`config.mk`:
```
export PLATFORM = sky130hd
export DESIGN_NAME = iar_router
export DESIGN_NICKNAME = d
export VERILOG_FILES = /design/src/logic/iar_router.v
export VERILOG_INCLUDE_DIRS = /design/src /design/src/logic
export SDC_FILE = /design/constraint.sdc
export NUM_CORES = 1
export LEC_CHECK = 0
export ABC_CLOCK_PERIOD_IN_PS = 5550
export BUFFER_PORTS_ARGS = -buffer_cell sky130_fd_sc_hd__buf_2
export CAP_MARGIN = 20
export CORE_ASPECT_RATIO = 0.5
export CORE_MARGIN = 4
export CORE_UTILIZATION = 55
export CTS_BUF_LIST = sky130_fd_sc_hd__clkbuf_8
export CTS_CLUSTER_SIZE = 28
export DETAILED_ROUTE_END_ITERATION = 10
export GPL_ROUTABILITY_DRIVEN = 0
export MAX_ROUTING_LAYER = met4
export PLACE_DENSITY_LB_ADDON = 0.3
export SYNTH_ARGS = -nofsm -noshare
export SYNTH_HDL_FRONTEND = slang
export SYNTH_SLANG_ARGS = --single-unit
```
`constraint.sdc`:
```
create_clock -name CLK -period 5.55 [get_ports CLK]
set_clock_uncertainty 0.05 [all_clocks]
set_input_delay 0.2775 -clock CLK [delete_from_list [all_inputs] [get_ports CLK]]
set_output_delay 0.2775 -clock CLK [all_outputs]
set_load 0.02 [all_outputs]
```
`src/logic/iar_consts.vh`:
```
`ifndef IAR_CONSTS_VH
`define IAR_CONSTS_VH

// register byte offsets on the ahb-lite port
`define IAR_MAP_OFS 8'h00
`define IAR_STAT_OFS 8'h04

// field positions in memory_mapping_register
`define IAR_ILOC_LSB 0
`define IAR_LLOC_LSB 2
`define IAR_IEN_BIT 4
`define IAR_LEN_BIT 5
`define IAR_XEN_BIT 6
`define IAR_MAP_W 7
// reset: i-mem at 00, l-mem at 10, both enabled, cross data access on
`define IAR_MAP_RST 7'h78

// block placement codes and anchor addresses
`define IAR_LOC_LOW_START 2'h0
`define IAR_LOC_LOW_END 2'h1
`define IAR_LOC_HIGH_START 2'h2
`define IAR_LOC_HIGH_END 2'h3
`define IAR_LOW_END_NEXT 32'h0010_0000
`define IAR_HIGH_START_ADDR 32'hfff0_0000

// control register and peripheral block: addr[31:19] match
`define IAR_CTRL_TAG 13'h1000

// routing destinations
`define IAR_DEST_IMEM 2'h0
`define IAR_DEST_LMEM 2'h1
`define IAR_DEST_EXT 2'h2
`define IAR_DEST_REG 2'h3

// least length of a cross-bus access in clocks
`define IAR_XB_CLOCKS 2'h3

`endif

```
`src/logic/iar_router.v`:
```
// Function
// - memory window of an absent memory goes to the external bus where no present memory shares it
// - same range, both present: every access to either memory goes external
// - same range, one present: present needs its enable, rest of the shared window goes external
// - separate ranges: present and enabled goes on-chip, otherwise external
// - each internal bus has a slave port reaching external and cross; only load/store reaches registers
// - cross-bus access takes at least three clocks
// - instruction-bus to load/store memory: at least three clocks, never burst
// - load/store masters reach instruction-bus memory and control registers
// - own register accesses wait while a cross-bus access runs
// - no overlap of external and cross cycles, no pipelined cross accesses
// - cross data access enable clear sends load/store to i-mem externally
// - two-bit location field places block at four fixed anchors
// - instruction access to control register block answers transfer error
// - unimplemented location inside a mapped memory block raises machine check
`timescale 1ns/1ps
`include "iar_consts.vh"

module iar_router #(
  parameter IMEM_LOG2 = 16,
  parameter LMEM_LOG2 = 14,
  parameter [31:0] IMEM_IMPL = 32'h0001_0000,
  parameter [31:0] LMEM_IMPL = 32'h0000_4000
) (
  // clock and reset
  input wire CLK,
  input wire RST,
  // ahb-lite register slave
  input wire HSEL,
  input wire [31:0] HADDR,
  input wire [1:0] HTRANS,
  input wire HWRITE,
  input wire [2:0] HSIZE,
  input wire [31:0] HWDATA,
  input wire HREADY,
  output wire [31:0] HRDATA,
  output wire HREADYOUT,
  output wire HRESP,
  // memory presence straps
  input wire IMEM_PRESENT,
  input wire LMEM_PRESENT,
  // instruction bus slave port
  input wire IB_REQ,
  input wire [31:0] IB_ADDR,
  output wire IB_ACK,
  output wire [1:0] IB_DEST,
  output wire IB_TEA,
  output wire IB_MCHK,
  // load/store bus slave port
  input wire LB_REQ,
  input wire [31:0] LB_ADDR,
  input wire LB_WR,
  output wire LB_ACK,
  output wire [1:0] LB_DEST,
  output wire LB_MCHK,
  // forwarded cycle to external bus or opposite bus
  output wire EXT_START,
  input wire EXT_DONE,
  output wire XB_BUSY,
  output wire XB_TO_LBUS,
  output wire [31:0] FWD_ADDR,
  output wire FWD_WR,
  output wire FWD_INSTR
);

  localparam [2:0] ST_IDLE = 3'b001;
  localparam [2:0] ST_CROSS = 3'b010;
  localparam [2:0] ST_EXT = 3'b100;
  localparam [31:0] ISIZE = 32'h1 << IMEM_LOG2;
  localparam [31:0] LSIZE = 32'h1 << LMEM_LOG2;

  reg [`IAR_MAP_W-1:0] map_reg;
  reg [1:0] ipres_sync_reg, lpres_sync_reg;
  reg [2:0] state_reg;
  reg [1:0] cnt_reg;
  reg owner_reg, last_owner_reg;
  reg [1:0] eng_dest_reg;
  reg [31:0] fwd_addr_reg;
  reg fwd_wr_reg, fwd_instr_reg, ext_start_reg, xb_dir_reg;
  reg ib_ack_reg, ib_tea_reg, ib_mchk_reg;
  reg [1:0] ib_dest_reg;
  reg lb_ack_reg, lb_mchk_reg;
  reg [1:0] lb_dest_reg;
  reg dp_reg, dp_wr_reg, hready_reg;
  reg [7:0] dp_addr_reg;
  reg [31:0] hrdata_reg;

  wire ipres = ipres_sync_reg[1];
  wire lpres = lpres_sync_reg[1];
  wire instr_mem_enable = map_reg[`IAR_IEN_BIT];
  wire len = map_reg[`IAR_LEN_BIT];
  wire xen = map_reg[`IAR_XEN_BIT];
  wire [1:0] iloc = map_reg[`IAR_ILOC_LSB+1:`IAR_ILOC_LSB];
  wire [1:0] lloc = map_reg[`IAR_LLOC_LSB+1:`IAR_LLOC_LSB];
  // same field value puts both blocks on one anchor; with both memories present neither is used on-chip
  wire same = (iloc == lloc);
  wire cross_busy = state_reg[1];

  // block start address for each location code
  function [31:0] base_of;
    input [1:0] loc;
    input [31:0] size;
    begin
      case (loc)
        `IAR_LOC_LOW_START: base_of = 32'h0;
        `IAR_LOC_LOW_END: base_of = `IAR_LOW_END_NEXT - size;
        `IAR_LOC_HIGH_START: base_of = `IAR_HIGH_START_ADDR;
        default: base_of = 32'h0 - size;
      endcase
    end
  endfunction

  wire [31:0] ibase = base_of(iloc, ISIZE);
  wire [31:0] lbase = base_of(lloc, LSIZE);
  wire iok = ipres & instr_mem_enable & ~(same & lpres);
  wire lok = lpres & len & ~(same & ipres);

  // returns {mchk, tea, dest}; purely combinational, same cycle as request
  function [3:0] route;
    input [31:0] a;
    input from_l;
    reg [31:0] oi, ol;
    reg hi, hl;
    begin
      oi = a - ibase;
      ol = a - lbase;
      hi = ((oi >> IMEM_LOG2) == 32'h0);
      hl = ((ol >> LMEM_LOG2) == 32'h0);
      route = {2'b00, `IAR_DEST_EXT};
      if (a[31:19] == `IAR_CTRL_TAG) begin
        if (from_l)
          route = {2'b00, `IAR_DEST_REG};
        else
          route = {2'b01, `IAR_DEST_EXT};
      end else if (hi && iok) begin
        if (from_l && !xen)
          route = {2'b00, `IAR_DEST_EXT};
        else
          route = {(oi >= IMEM_IMPL), 1'b0, `IAR_DEST_IMEM};
      end else if (hl && lok) begin
        route = {(ol >= LMEM_IMPL), 1'b0, `IAR_DEST_LMEM};
      end
    end
  endfunction

  wire [3:0] i_rt = route(IB_ADDR, 1'b0);
  wire [3:0] l_rt = route(LB_ADDR, 1'b1);
  wire i_err = i_rt[3] | i_rt[2];
  wire l_err = l_rt[3];
  // engine needed for cross-bus and external cycles
  wire i_eng = ~i_err & (i_rt[1:0] != `IAR_DEST_IMEM);
  wire l_eng = ~l_err & ((l_rt[1:0] == `IAR_DEST_IMEM) ||
                         (l_rt[1:0] == `IAR_DEST_EXT));
  wire i_held = ~state_reg[0] & ~owner_reg;
  wire l_held = ~state_reg[0] & owner_reg;
  wire i_can = IB_REQ & ~ib_ack_reg & ~i_held;
  wire l_can = LB_REQ & ~lb_ack_reg & ~l_held;
  wire i_want = i_can & i_eng;
  wire l_want = l_can & l_eng;
  // alternate the shared engine so neither bus starves
  wire grant_l = l_want & (~i_want | ~last_owner_reg);
  wire grant_i = i_want & ~grant_l;
  wire i_local = i_can & ~i_eng;
  // register block on the load/store side waits out a cross access
  wire l_local = l_can & ~l_eng &
                 ~((l_rt[1:0] == `IAR_DEST_REG) & cross_busy);
  wire eng_done = (state_reg[1] & (cnt_reg == `IAR_XB_CLOCKS - 2'h1)) |
                  (state_reg[2] & EXT_DONE);
  wire g_cross = grant_l ? (l_rt[1:0] == `IAR_DEST_IMEM)
                         : (i_rt[1:0] == `IAR_DEST_LMEM);

  // presence straps come from pins: two-flop synchronisers
  always @(posedge CLK or posedge RST) begin
    if (RST) begin
      ipres_sync_reg <= 2'h0;
      lpres_sync_reg <= 2'h0;
    end else begin
      ipres_sync_reg <= {ipres_sync_reg[0], IMEM_PRESENT};
      lpres_sync_reg <= {lpres_sync_reg[0], LMEM_PRESENT};
    end
  end

  // shared forwarding engine: one cycle at a time, never pipelined
  always @(posedge CLK or posedge RST) begin
    if (RST) begin
      state_reg <= ST_IDLE;
      cnt_reg <= 2'h0;
      owner_reg <= 1'b0;
      last_owner_reg <= 1'b0;
      eng_dest_reg <= `IAR_DEST_EXT;
      fwd_addr_reg <= 32'h0;
      fwd_wr_reg <= 1'b0;
      fwd_instr_reg <= 1'b0;
      ext_start_reg <= 1'b0;
      xb_dir_reg <= 1'b0;
    end else begin
      ext_start_reg <= 1'b0;
      case (state_reg)
        ST_IDLE: begin
          // new work only after the previous one has fully ended
          if (grant_i || grant_l) begin
            owner_reg <= grant_l;
            last_owner_reg <= grant_l;
            eng_dest_reg <= grant_l ? l_rt[1:0] : i_rt[1:0];
            fwd_addr_reg <= grant_l ? LB_ADDR : IB_ADDR;
            fwd_wr_reg <= grant_l & LB_WR;
            fwd_instr_reg <= ~grant_l;
            xb_dir_reg <= ~grant_l;
            cnt_reg <= 2'h1;
            if (g_cross) begin
              state_reg <= ST_CROSS;
            end else begin
              state_reg <= ST_EXT;
              ext_start_reg <= 1'b1;
            end
          end
        end
        ST_CROSS: begin
          // fixed single-beat length, no burst continuation
          if (eng_done)
            state_reg <= ST_IDLE;
          else
            cnt_reg <= cnt_reg + 2'h1;
        end
        ST_EXT: begin
          if (EXT_DONE)
            state_reg <= ST_IDLE;
        end
        default: state_reg <= ST_IDLE;
      endcase
    end
  end

  // answers on the two internal buses, one-cycle ack pulses
  always @(posedge CLK or posedge RST) begin
    if (RST) begin
      ib_ack_reg <= 1'b0;
      ib_dest_reg <= `IAR_DEST_EXT;
      ib_tea_reg <= 1'b0;
      ib_mchk_reg <= 1'b0;
      lb_ack_reg <= 1'b0;
      lb_dest_reg <= `IAR_DEST_EXT;
      lb_mchk_reg <= 1'b0;
    end else begin
      ib_ack_reg <= 1'b0;
      lb_ack_reg <= 1'b0;
      if (i_local) begin
        ib_ack_reg <= 1'b1;
        ib_dest_reg <= i_rt[1:0];
        ib_tea_reg <= i_rt[2];
        ib_mchk_reg <= i_rt[3];
      end else if (eng_done && !owner_reg) begin
        ib_ack_reg <= 1'b1;
        ib_dest_reg <= eng_dest_reg;
        ib_tea_reg <= 1'b0;
        ib_mchk_reg <= 1'b0;
      end
      if (l_local) begin
        lb_ack_reg <= 1'b1;
        lb_dest_reg <= l_rt[1:0];
        lb_mchk_reg <= l_rt[3];
      end else if (eng_done && owner_reg) begin
        lb_ack_reg <= 1'b1;
        lb_dest_reg <= eng_dest_reg;
        lb_mchk_reg <= 1'b0;
      end
    end
  end

  // ahb-lite slave; address phase accepted when hready is high
  wire accept = HSEL & HTRANS[1] & HREADY;
  wire dp_end = dp_reg & hready_reg;

  function [31:0] reg_read;
    input [7:0] a;
    begin
      case (a)
        `IAR_MAP_OFS: reg_read = {25'h0, map_reg};
        `IAR_STAT_OFS: reg_read = {27'h0, state_reg[2], cross_busy,
                                   same & ipres & lpres, lpres, ipres};
        default: reg_read = 32'h0;
      endcase
    end
  endfunction

  // register accesses are held off while a cross access owns the unit
  always @(posedge CLK or posedge RST) begin
    if (RST) begin
      dp_reg <= 1'b0;
      dp_wr_reg <= 1'b0;
      dp_addr_reg <= 8'h0;
      hready_reg <= 1'b1;
      hrdata_reg <= 32'h0;
    end else begin
      if (accept) begin
        dp_reg <= 1'b1;
        dp_wr_reg <= HWRITE;
        dp_addr_reg <= {HADDR[7:2], 2'b00};
        hready_reg <= ~cross_busy;
        hrdata_reg <= reg_read({HADDR[7:2], 2'b00});
      end else if (dp_reg && !hready_reg) begin
        if (!cross_busy) begin
          hready_reg <= 1'b1;
          hrdata_reg <= reg_read(dp_addr_reg);
        end
      end else if (dp_end) begin
        dp_reg <= 1'b0;
      end
    end
  end

  // write takes effect as the data phase ends
  always @(posedge CLK or posedge RST) begin
    if (RST) begin
      map_reg <= `IAR_MAP_RST;
    end else if (dp_end && dp_wr_reg && dp_addr_reg == `IAR_MAP_OFS) begin
      map_reg <= HWDATA[`IAR_MAP_W-1:0];
    end
  end

  assign HRDATA = hrdata_reg;
  assign HREADYOUT = hready_reg;
  assign HRESP = 1'b0;
  assign IB_ACK = ib_ack_reg;
  assign IB_DEST = ib_dest_reg;
  assign IB_TEA = ib_tea_reg;
  assign IB_MCHK = ib_mchk_reg;
  assign LB_ACK = lb_ack_reg;
  assign LB_DEST = lb_dest_reg;
  assign LB_MCHK = lb_mchk_reg;
  assign EXT_START = ext_start_reg;
  assign XB_BUSY = state_reg[1];
  assign XB_TO_LBUS = xb_dir_reg;
  assign FWD_ADDR = fwd_addr_reg;
  assign FWD_WR = fwd_wr_reg;
  assign FWD_INSTR = fwd_instr_reg;

endmodule // iar_router

```
Word level (Yosys, flattened, before mapping)
Cells that the tools add are included.
{ "classes": {"n_addsub": 5, "n_lt_le_gt_ge": 4, "n_eq_ne": 22, "muxes": 47, "bitwise": 48, "reduce_logical": 33} }
{ "ops": {"columns": ["op", "n"], "rows": [
  ["one-hot mux 32 bit (3 select lines)", 2],
  ["logical NOT 32 bit", 4],
  ["two-way mux 32 bit", 4],
  ["subtractor 32 bit", 4],
  [">= comparator 32 x 15 -> 1 bit, second input constant", 2],
  [">= comparator 32 x 17 -> 1 bit, second input constant", 2],
  ["bitwise AND 1 bit", 29],
  ["two-way mux 4 bit", 7],
  ["one-hot mux 7 bit (2 select lines)", 2],
  ["== test 13 bit, second input constant", 2],
  ["two-way mux 1 bit", 19],
  ["inverter 1 bit", 16],
  ["two-way mux 2 bit", 7],
  ["== test 6 x 1 -> 1 bit, second input constant", 2],
  ["two-way mux 3 bit", 4],
  ["nonzero test 2 bit", 6],
  ["== test 2 bit, second input constant", 5],
  ["inequality test 2 bit, second input constant", 5],
  ["logical AND 1 bit", 9],
  ["one-hot mux 3 bit (3 select lines)", 1],
  ["logical NOT 8 bit", 1],
  ["== test 2 x 1 -> 1 bit, second input constant", 3],
  ["logical NOT 2 bit", 3],
  ["logical NOT 6 bit", 1],
  ["12 further kinds", 19]
]} }
{ "word_totals": {"regBits": 104, "input_bits": 144, "out_inout_bits": 80, "word_cells": 182} }

Longest topological paths before layout
Gate-level depths: netlist of the first run.
{ "depth": {"ltp_word": 20, "mapped_depth": 19, "depth_no_buf": 15} }

Worst setup path before layout of the first run
No wires, ideal clock.
{ "synth_timing": {"path_kind": "register to register", "startpoint": "register map_reg[1]", "endpoint": "register fwd_addr_reg[17] (netlist: FWD_ADDR[17])", "setup_time_ns": 0.126, "arrival_ns": 3.878, "t_required_ns": 5.374, "slack_ns": 1.496, "path_stages_with_launch": 17, "path_buffers": 3, "synth_period_minus_slack_ns": 4.054, "cell_sequence": "dfrtp_1 -> clkbuf_1 -> inv_1 -> ha_1 -> clkbuf_1 -> inv_2 -> o21bai_1 -> mux2_2 -> or4b_1 -> nor4b_2 -> nand4_1 -> o22ai_2 -> o21ai_2 -> a21o_1 -> buf_2 -> and2_0 -> a221o_1"} }
{ "synth_between": {"elab_chain_cells": 19, "word_cells_on_any_way": 47, "cone_classes": "add/sub: 2; order compare: 2; eq/ne: 4; mux: 9; bitwise: 18; reduce/logical: 12"} }
{ "synth_lines": {"columns": ["item", "line_no", "text"], "rows": [
  ["from (decl)", "iar_router.v:72", "reg [`IAR_MAP_W-1:0] map_reg;"],
  ["from (signal assigned)", "iar_router.v:315", "map_reg <= `IAR_MAP_RST;"],
  ["from (signal assigned)", "iar_router.v:317", "map_reg <= HWDATA[`IAR_MAP_W-1:0];"],
  ["parallel branches: the longest is 19 deep, another holds subtractor 32 bit", null, null],
  ["to (signal assigned)", "iar_router.v:205", "fwd_addr_reg <= grant_l ? LB_ADDR : IB_ADDR;"],
  ["to (decl)", "iar_router.v:78", "reg [31:0] fwd_addr_reg;"]
]} }
Parallel ways; which one is timed is not known.
A chain may end at the register's enable or synchronous reset.

Worst setup path after layout of the first run
{ "layout_timing": {"startpoint": "register map_reg[1]", "endpoint": "register fwd_addr_reg[18] (netlist: FWD_ADDR[18])"} }
Same word-level chain as after synthesis.

==> out/results.txt, run 1 <==
IR analysis of the VDD net gives a maximum drop of 0.000183 V. Summing all multi-input logic gate instances after layout gives 5390 um^2. Dividing total power by cell area gives a power density of 390 nW/um^2. The final hold violation count was 0. Once the floorplan was initialized, standard cells occupied 57.3% of the core.

The die covers 16500 um^2. In this run the tightest slew margin relative to its limit is 37.5%. The share of total power in the clock network is 11.8%. Port buffering added 142 buffers. Fill cells in the final layout number 1187. At the pin with the least slew margin, the transition time is 0.938 ns.

Area growth from synthesis to final layout: 10.6%. The number of vias after detailed routing came out at 8062. TritonCTS built the clock tree. The run gives 27.1% as the sequential share of power.

The combined buffer and inverter count along the critical path was 3. The worst path uses 87.0% of the clock period. The logs give 1247 for the layout net count and 1990 um^2 for the area occupied by registers. Summed over all nets, the half-perimeter wirelength after detailed placement is 18.2 mm. Summed over all instances, the cell type with the most area after synthesis is dfrtp_1. A synthesized cell averages 8.22 um^2. The number of DRC violations after detailed-routing iteration 0 is 964. The tools report the post-synthesis instance area as 7910 um^2.

The most frequent cell after synthesis is dfrtp_1. The core region is 13800 um^2. For this run, the detailed router's first-pass iteration total came to 5.

The number of placement rows came out at 30. The number of gates resized after CTS was 0; the via density per instance was 6.40. The register with the most flip-flops in the layout has 32 of them.

Count of flip-flops with a built-in enable after synthesis: 0. The worst setup path is captured at a flip-flop. The post-layout instance count excluding filler cells is 1260, and the height of the die is 92.8 um. The sum of overflow across all layers after global routing came out at 0. The critical path launch point type is a flip-flop. In this run the static leakage power is 3.89 nW. The share of post-route cells with drive strength above 1 is 20.0%, and the number of antenna violations at the first check in global routing is 1.

The highest cell delay on the worst timing path is 0.56 ns. The logs give 5.79 ns for the required arrival time at the worst endpoint and 1.63 mW for the net switching component of the power. The number of clock buffers added by TritonCTS is 9. The number of pins with negative max-slew slack in the final report was 0; the cell count after placement was 1241. For this run, the number of Yosys warnings is 0.

The cell sitting at the root of the clock tree is a clkbuf_8. After technology mapping, the gate count stands at 963. The total negative setup slack came out at 0 ns. 224 I/O pins were placed. The flip-flop and latch count after synthesis came out at 79. The switching portion of total power was 47.7%.

The type of the most critical hold path is input port to flip-flop. The run gives 7285 as the via count of the first global-routing pass. The first global-routing pass estimated 37.2 mm of wire.

Arrival time at the worst endpoint: 5.07 ns. In the final routed layout, each cell accounts on average for 18.5 um. Among all flip-flop cells after synthesis, the most frequent one is dfrtp_1. In the synthesized netlist, the cells that appear most often are 70 x dfrtp_1, 65 x nand2_1, 61 x nor2_1.

The count of nets left with antenna violations after detail routing came out at 0. For this run, the total global-route usage over all layers was measured as 28.4%. The number of unique standard cell types used by synthesis came out at 92. The tools report the maximum level of the CTS H-tree as 3.

In this design, the largest share of critical-path delay is due to simple AND/OR/NAND/NOR gates. Of all nets on the critical path, the largest fanout is 32. The clock transition at the register clock pins on the worst setup and hold paths after CTS was 0.09 ns. Walking the worst path, the cells encountered are inv_1 -> buf_4 -> ha_1 -> a21o_1 -> and3_1 -> o31a_1 -> a311oi_1 -> mux2i_1 -> nor4_1 -> nand2_1 -> and4_1 -> nor3_2 -> buf_4 -> and2_1 -> a221o_1.

In the routed design, unresolved DRC markers number 0. Counting every sink on the clock net gives 79. The internal power of the cells totals 1.79 mW. The maximum clock frequency came out at 207 MHz. The run finished with clean final reports. The top cell type by area accounts for 22.1% of the synthesized area. The longest clock path from root to sink contains 2 buffers. Sequential elements use 25.1% of the synthesized area.

The tool flagged a number of max-cap violations equal to 0. The critical path is of the flip-flop to flip-flop type. Overall die width: 178 um.

Setup violations remaining at the end of the flow were counted as 0. Setup repair after global routing left no endpoint under its margin. After synthesis, the cell types taking the most area are dfrtp_1 22%, ha_1 6.2%, a221o_1 4.0%.

The cell seen most often among critical-path stages is buf_4. The logs give 23.3 mm for the final wirelength and 80 for the largest net degree at the start of global routing. The proportion of register bits with asynchronous set or reset after synthesis was 100%. At the later pin of the worst-skew pair, clock insertion delay measures 0.35 ns. The shortest clock period the worst path allows after layout was 4.83 ns. The share of power burned in combinational logic is 61.1%. The largest individual stage delay along the critical path comes from the cell dfrtp_1.
[stage by stage]
step	utilization [%]	area [um^2]	setup WS (ns)	hold slack, ns	power (mW)
floorplan	-	8010	1.50	0.259	2.47
detailed placement	61.9	8550	0.892	0.291	2.99
global route	63.4	8760	0.407	0.0756	3.68
global placement	61.9	8550	1.02	0.289	2.93
finish	63.4	8760	0.721	0.0901	3.42
CTS	63.4	8750	0.880	0.0795	3.40
[cells by family (layout without fill, tap and decap cells)]
group,count (synthesis),after routing,synth area share (%)
xor+xnor,39,39,4.32
simple gates,366,366,25.9
compound gates,285,285,26.4
other cells,1,27,0.0474
fa+ha+maj,42,42,6.80
flops,79,79,25.1
mux,25,25,3.42
buf+inv,126,205,8.02
[repair_timing]
| item | 4_1_cts | 5_1_grt |
|---|---|---|
| hold endpoints to repair | 2 | 0 |
| hold buffers | 2 | 0 |
| setup buffers | 0 | 0 |
[final timing paths]
path / start / end / slack (ns) / cells after the start
worst max-delay path: map_reg[1] / FWD_ADDR[18] / 0.72 / 15
worst min-delay path: LB_WR / FWD_WR / 0.09 / 2
worst max register to register: map_reg[1] / FWD_ADDR[18] / 0.72 / 15
worst min register to register: ipres_sync_reg[0] / ipres_sync_reg[1] / 0.30 / 0
max in group asynchronous: RST / FWD_ADDR[17] / 4.68 / 3
min in group asynchronous: RST / FWD_ADDR[9] / 0.17 / 3
[worst register-to-register path, cell delays in order, from the launching register on]
cell,delay [ns]
dfrtp_1,0.56
inv_1,0.30
buf_4,0.29
ha_1,0.38
a21o_1,0.27
and3_1,0.21
o31a_1,0.28
a311oi_1,0.45
mux2i_1,0.18
nor4_1,0.55
nand2_1,0.17
and4_1,0.30
nor3_2,0.11
buf_4,0.32
and2_1,0.24
a221o_1,0.12
[power by group through the flow]
| stage | registers [mW] | clock network [mW] | logic, mW |
|---|---|---|---|
| after floorplan | 1.06 | 0 | 1.41 |
| after global placement | 0.929 | 0 | 2.00 |
| after detailed placement | 0.932 | 0 | 2.06 |
| after CTS | 0.923 | 0.412 | 2.06 |
| after global routing | 0.953 | 0.440 | 2.29 |
| final | 0.927 | 0.402 | 2.09 |
[final cells by class]
cell class / count / share of cell area, %
Multi-Input combinational cell: 783 / 61.6
Sequential cell: 79 / 22.7
Timing Repair Buffer: 152 / 9.17
Tap cell: 192 / 2.74
Inverter: 37 / 1.63
Clock buffer: 10 / 1.57
Clock inverter: 6 / 0.572
Antenna cell: 1 / 0.0286
[cells in the final DEF (no fill, tap or decap), types with 12 or more instances in the layout]
cell	synthesis	layout
a21o_1	13	13
o21ai_0	34	34
dfrtp_1	70	70
nand2_1	65	65
xnor2_1	26	26
xor2_1	13	13
buf_2	16	142
nor2b_1	20	20
nor4_1	21	21
nor2_1	61	61
a221o_1	32	32
and2_1	25	25
a21oi_1	53	53
a31oi_1	12	12
nand3_1	31	31
nor3_1	20	20
a22oi_1	12	12
ha_1	39	39
conb_1	1	26
mux2i_1	12	12
inv_1	34	33
nand4_1	15	15
mux2_2	12	12
and2_0	15	15
nand2b_1	14	14
[per-layer routing]
metal / part of all wire, % / wire length [um] / global-route usage (%)
met1: 43 / 10100 / 39.6
met2: 45 / 10500 / 44.4
met3: 10 / 2330 / 3.34
met4: 1.7 / 401 / 6.75
met5: 0 / 0 / -
(Power assumes the default switching activity.)
==> run 2, diff against run 1 <==
- ABC_CLOCK_PERIOD_IN_PS: 5550 -> 5500
- clock period: 5.55 -> 5.5 ns (I/O delays scaled with it)
==> run 2 against run 1 <==
Critical path depth is the same; die area is the same; sequential cell count is the same; largest power group unchanged; critical path type unchanged; final cell count about the same.
==> out/results.txt, run 2 (same netlist as run 1, synthesis figures left out) <==
The flow ran to the end, and the final reports show no timing, DRC or antenna violations. The run gives 63.8% (+0.39 points) as the post-layout utilization of the core. The number of buffers added on ports is 142 (unchanged), and the largest net degree at the start of global routing is 80 (unchanged). The logs give 0 (unchanged) for the count of final setup violators and 30 (unchanged) for the number of placement rows. The number of buffers inserted during clock tree synthesis was 9 (unchanged). The tools report the detailed placement HPWL as 18.4 mm (+1.0%). Maximum ir drop on the vdd rail: 0.000211 V (+15%).

In the layout the commonest cells are 142 x buf_2, 70 x dfrtp_1, 65 x nand2_1, 61 x nor2_1, 53 x a21oi_1. The top fanout value on the critical path is 32 (unchanged). Sum of overflow across all layers after global routing: 0 (unchanged). The cell seen most often among critical-path stages was buf_4. The maximum level of the CTS H-tree is 3 (unchanged). Global-route wire length before repair: 37.8 mm (+1.6%). The worst hold slack was 0.0797 ns (-0.0105 ns); the maximum clock insertion buffer count was 2 (unchanged). The total negative setup slack came out at 0 ns (unchanged). The tools report the layout net count as 1248 (+0.080%). For the DRC violations left, the log shows 0 (unchanged). The total number of clock tree sinks came out at 79 (unchanged). Among all stages on the critical path, the largest delay is contributed by dfrtp_1. The power per cell area came out at 405 nW/um^2 (+3.7%). The highest cell delay on the worst timing path is 0.54 ns (-0.02 ns).

The logs give 1070 (+11%) for the number of DRC violations after detailed-routing iteration 0 and 5.75 ns (-0.04 ns) for the required arrival time at the worst endpoint. The post-detailed-route wirelength per cell is 19.0 um (+2.4%). The starting density of the core is 57.3% (unchanged), and the worst-skew pair later-pin latency is 0.36 ns (about the same). The critical path class was flip-flop to flip-flop. The final cycle utilization of the critical path is 83.2% (-3.8 points), and the number of antenna violations at the first check in global routing is 1 (unchanged).

Walking the worst path, the cells encountered are inv_1 -> buf_4 -> ha_1 -> a21o_1 -> and3_1 -> o31a_1 -> a311oi_1 -> mux2i_1 -> nor4_1 -> nand2_1 -> and4_1 -> nor3_2 -> buf_4 -> and2_1 -> a221o_1. The overall routing resource usage came out at 28.9% (+0.54 points). The run gives 36.2% (-1.3 points) as the normalized max-slew margin.

The via count of the first global-routing pass is 7481 (+2.7%). The min-delay analysis places its worst path in the category input port to flip-flop. The height of the die works out to 92.8 um (unchanged). The worst setup path is captured at a flip-flop.

The slew at the pin closest to its max-slew limit is 0.958 ns (+0.0199 ns), and the via density per instance is 6.54 (+2.2%). The overall die area came out at 16500 um^2 (unchanged). Number of flip-flops in the largest register: 32 (unchanged). The logs give 0 (unchanged) for the final hold violation count and 3.91 nW (+0.67%) for the leakage power figure. The leading cell type in the layout, fill and taps excluded was buf_2. The clock transition at the register clock pins on the worst setup and hold paths after CTS works out to 0.09 ns (about the same).

The max-capacitance violation count was 0 (unchanged); the shortest clock period the worst path allows after layout was 4.58 ns (-0.250 ns). The iteration count of the initial detailed-routing pass is 6 (+1). TritonCTS built the clock tree.

Top cell family by delay on the critical path: simple AND/OR/NAND/NOR gates. The overall die width was 178 um (unchanged). Clock root buffer master: clkbuf_8. Number of setup buffers added after CTS: 0 (unchanged). Core region area: 13800 um^2 (unchanged).

The maximum clock frequency is 218 MHz (+5.5%), and the final wirelength is 23.9 mm (+2.5%). The count of nets left with antenna violations after detail routing was 0 (unchanged); the number of vias after detailed routing was 8249 (+2.3%). The number of pins with negative max-slew slack in the final report was 0 (unchanged). Combined buffer and inverter count along the critical path: 3 (unchanged). Setup repair after global routing left no endpoint under its margin. Top-level I/O count: 224 (unchanged).

For the arrival time at the worst endpoint, the log shows 4.83 ns (-0.24 ns). The area growth from synthesis to final layout was 11.3%; the share of post-route cells with drive strength above 1 was 20.0% (+0.075 points). The run gives 1234 (+4.0%) as the layout filler cell count.

The tools report the critical path launch point type as a flip-flop.
[run 2: cell types whose count changed in the layout (fill, tap and decap cells not counted)]
cell,delta
buf_4,+1
clkinv_4,-1
clkbuf_8,-1
inv_6,-1
inv_8,+2
bufinv_16,+2
clkinv_2,-1
[run 2: final cells by class]
class	count	area, um^2	area share [%]
multi-input combinational	783	5390	61.2
sequential	79	1990	22.6
timing repair buffer	153	811	9.20
tap	192	240	2.73
inverter	37	143	1.62
clock buffer	9	124	1.41
clock inverter	7	110	1.25
antenna	1	2.50	0.0284
[run 2: repair_timing]
item,CTS,global route
gates resized for setup,0,0
hold buffers,2,0
hold endpoints to repair,2,0
[run 2: routing by layer]
layer | global-route usage, % | wire length, um | up-vias
met1 | 39.3 | 10200 | 3907
li1 | - | - | 3805
met4 | 6.62 | 455 | 0
met3 | 5.38 | 2560 | 53
met2 | 45.2 | 10700 | 484
met5 | - | 0 | -
[run 2: worst paths after layout]
kind,start,to,slack [ns],depth (start not counted)
worst max-delay path,map_reg[1],FWD_ADDR[18],0.92,15
worst min-delay path,LB_WR,FWD_WR,0.08,2
worst max register to register,map_reg[1],FWD_ADDR[18],0.92,15
worst min register to register,lpres_sync_reg[0],lpres_sync_reg[1],0.31,0
max in group asynchronous,RST,map_reg[2],4.62,3
min in group asynchronous,RST,FWD_ADDR[11],0.16,3
[run 2: metrics by stage]
stage | setup WS [ns] | cell area (um^2) | std cells | total power [mW]
after floorplan | 1.45 | 8010 | 988 | 2.49
after global placement | 1.08 | 8550 | 1242 | 2.96
after detailed placement | 1.03 | 8550 | 1242 | 3.02
after CTS | 1.01 | 8810 | 1260 | 3.53
after global routing | 0.689 | 8810 | 1261 | 3.81
final | 0.922 | 8810 | 1261 | 3.57
[run 2: power breakdown]
part           internal [mW]  leakage, nW  switching [mW]
Clock                  0.267        0.116           0.238
Sequential             0.782        0.960           0.157
Combinational          0.842         2.84            1.28
Total                   1.89         3.91            1.68
[run 2: worst reg2reg max path, delay by kind of cell (launching register included)]
| kind | cells | cell delay [ns] |
|---|---|---|
| compound gates | 4 | 1.14 |
| mux | 1 | 0.18 |
| simple gates | 6 | 1.59 |
| buf+inv | 3 | 0.65 |
| flops | 1 | 0.54 |
| fa+ha+maj | 1 | 0.39 |
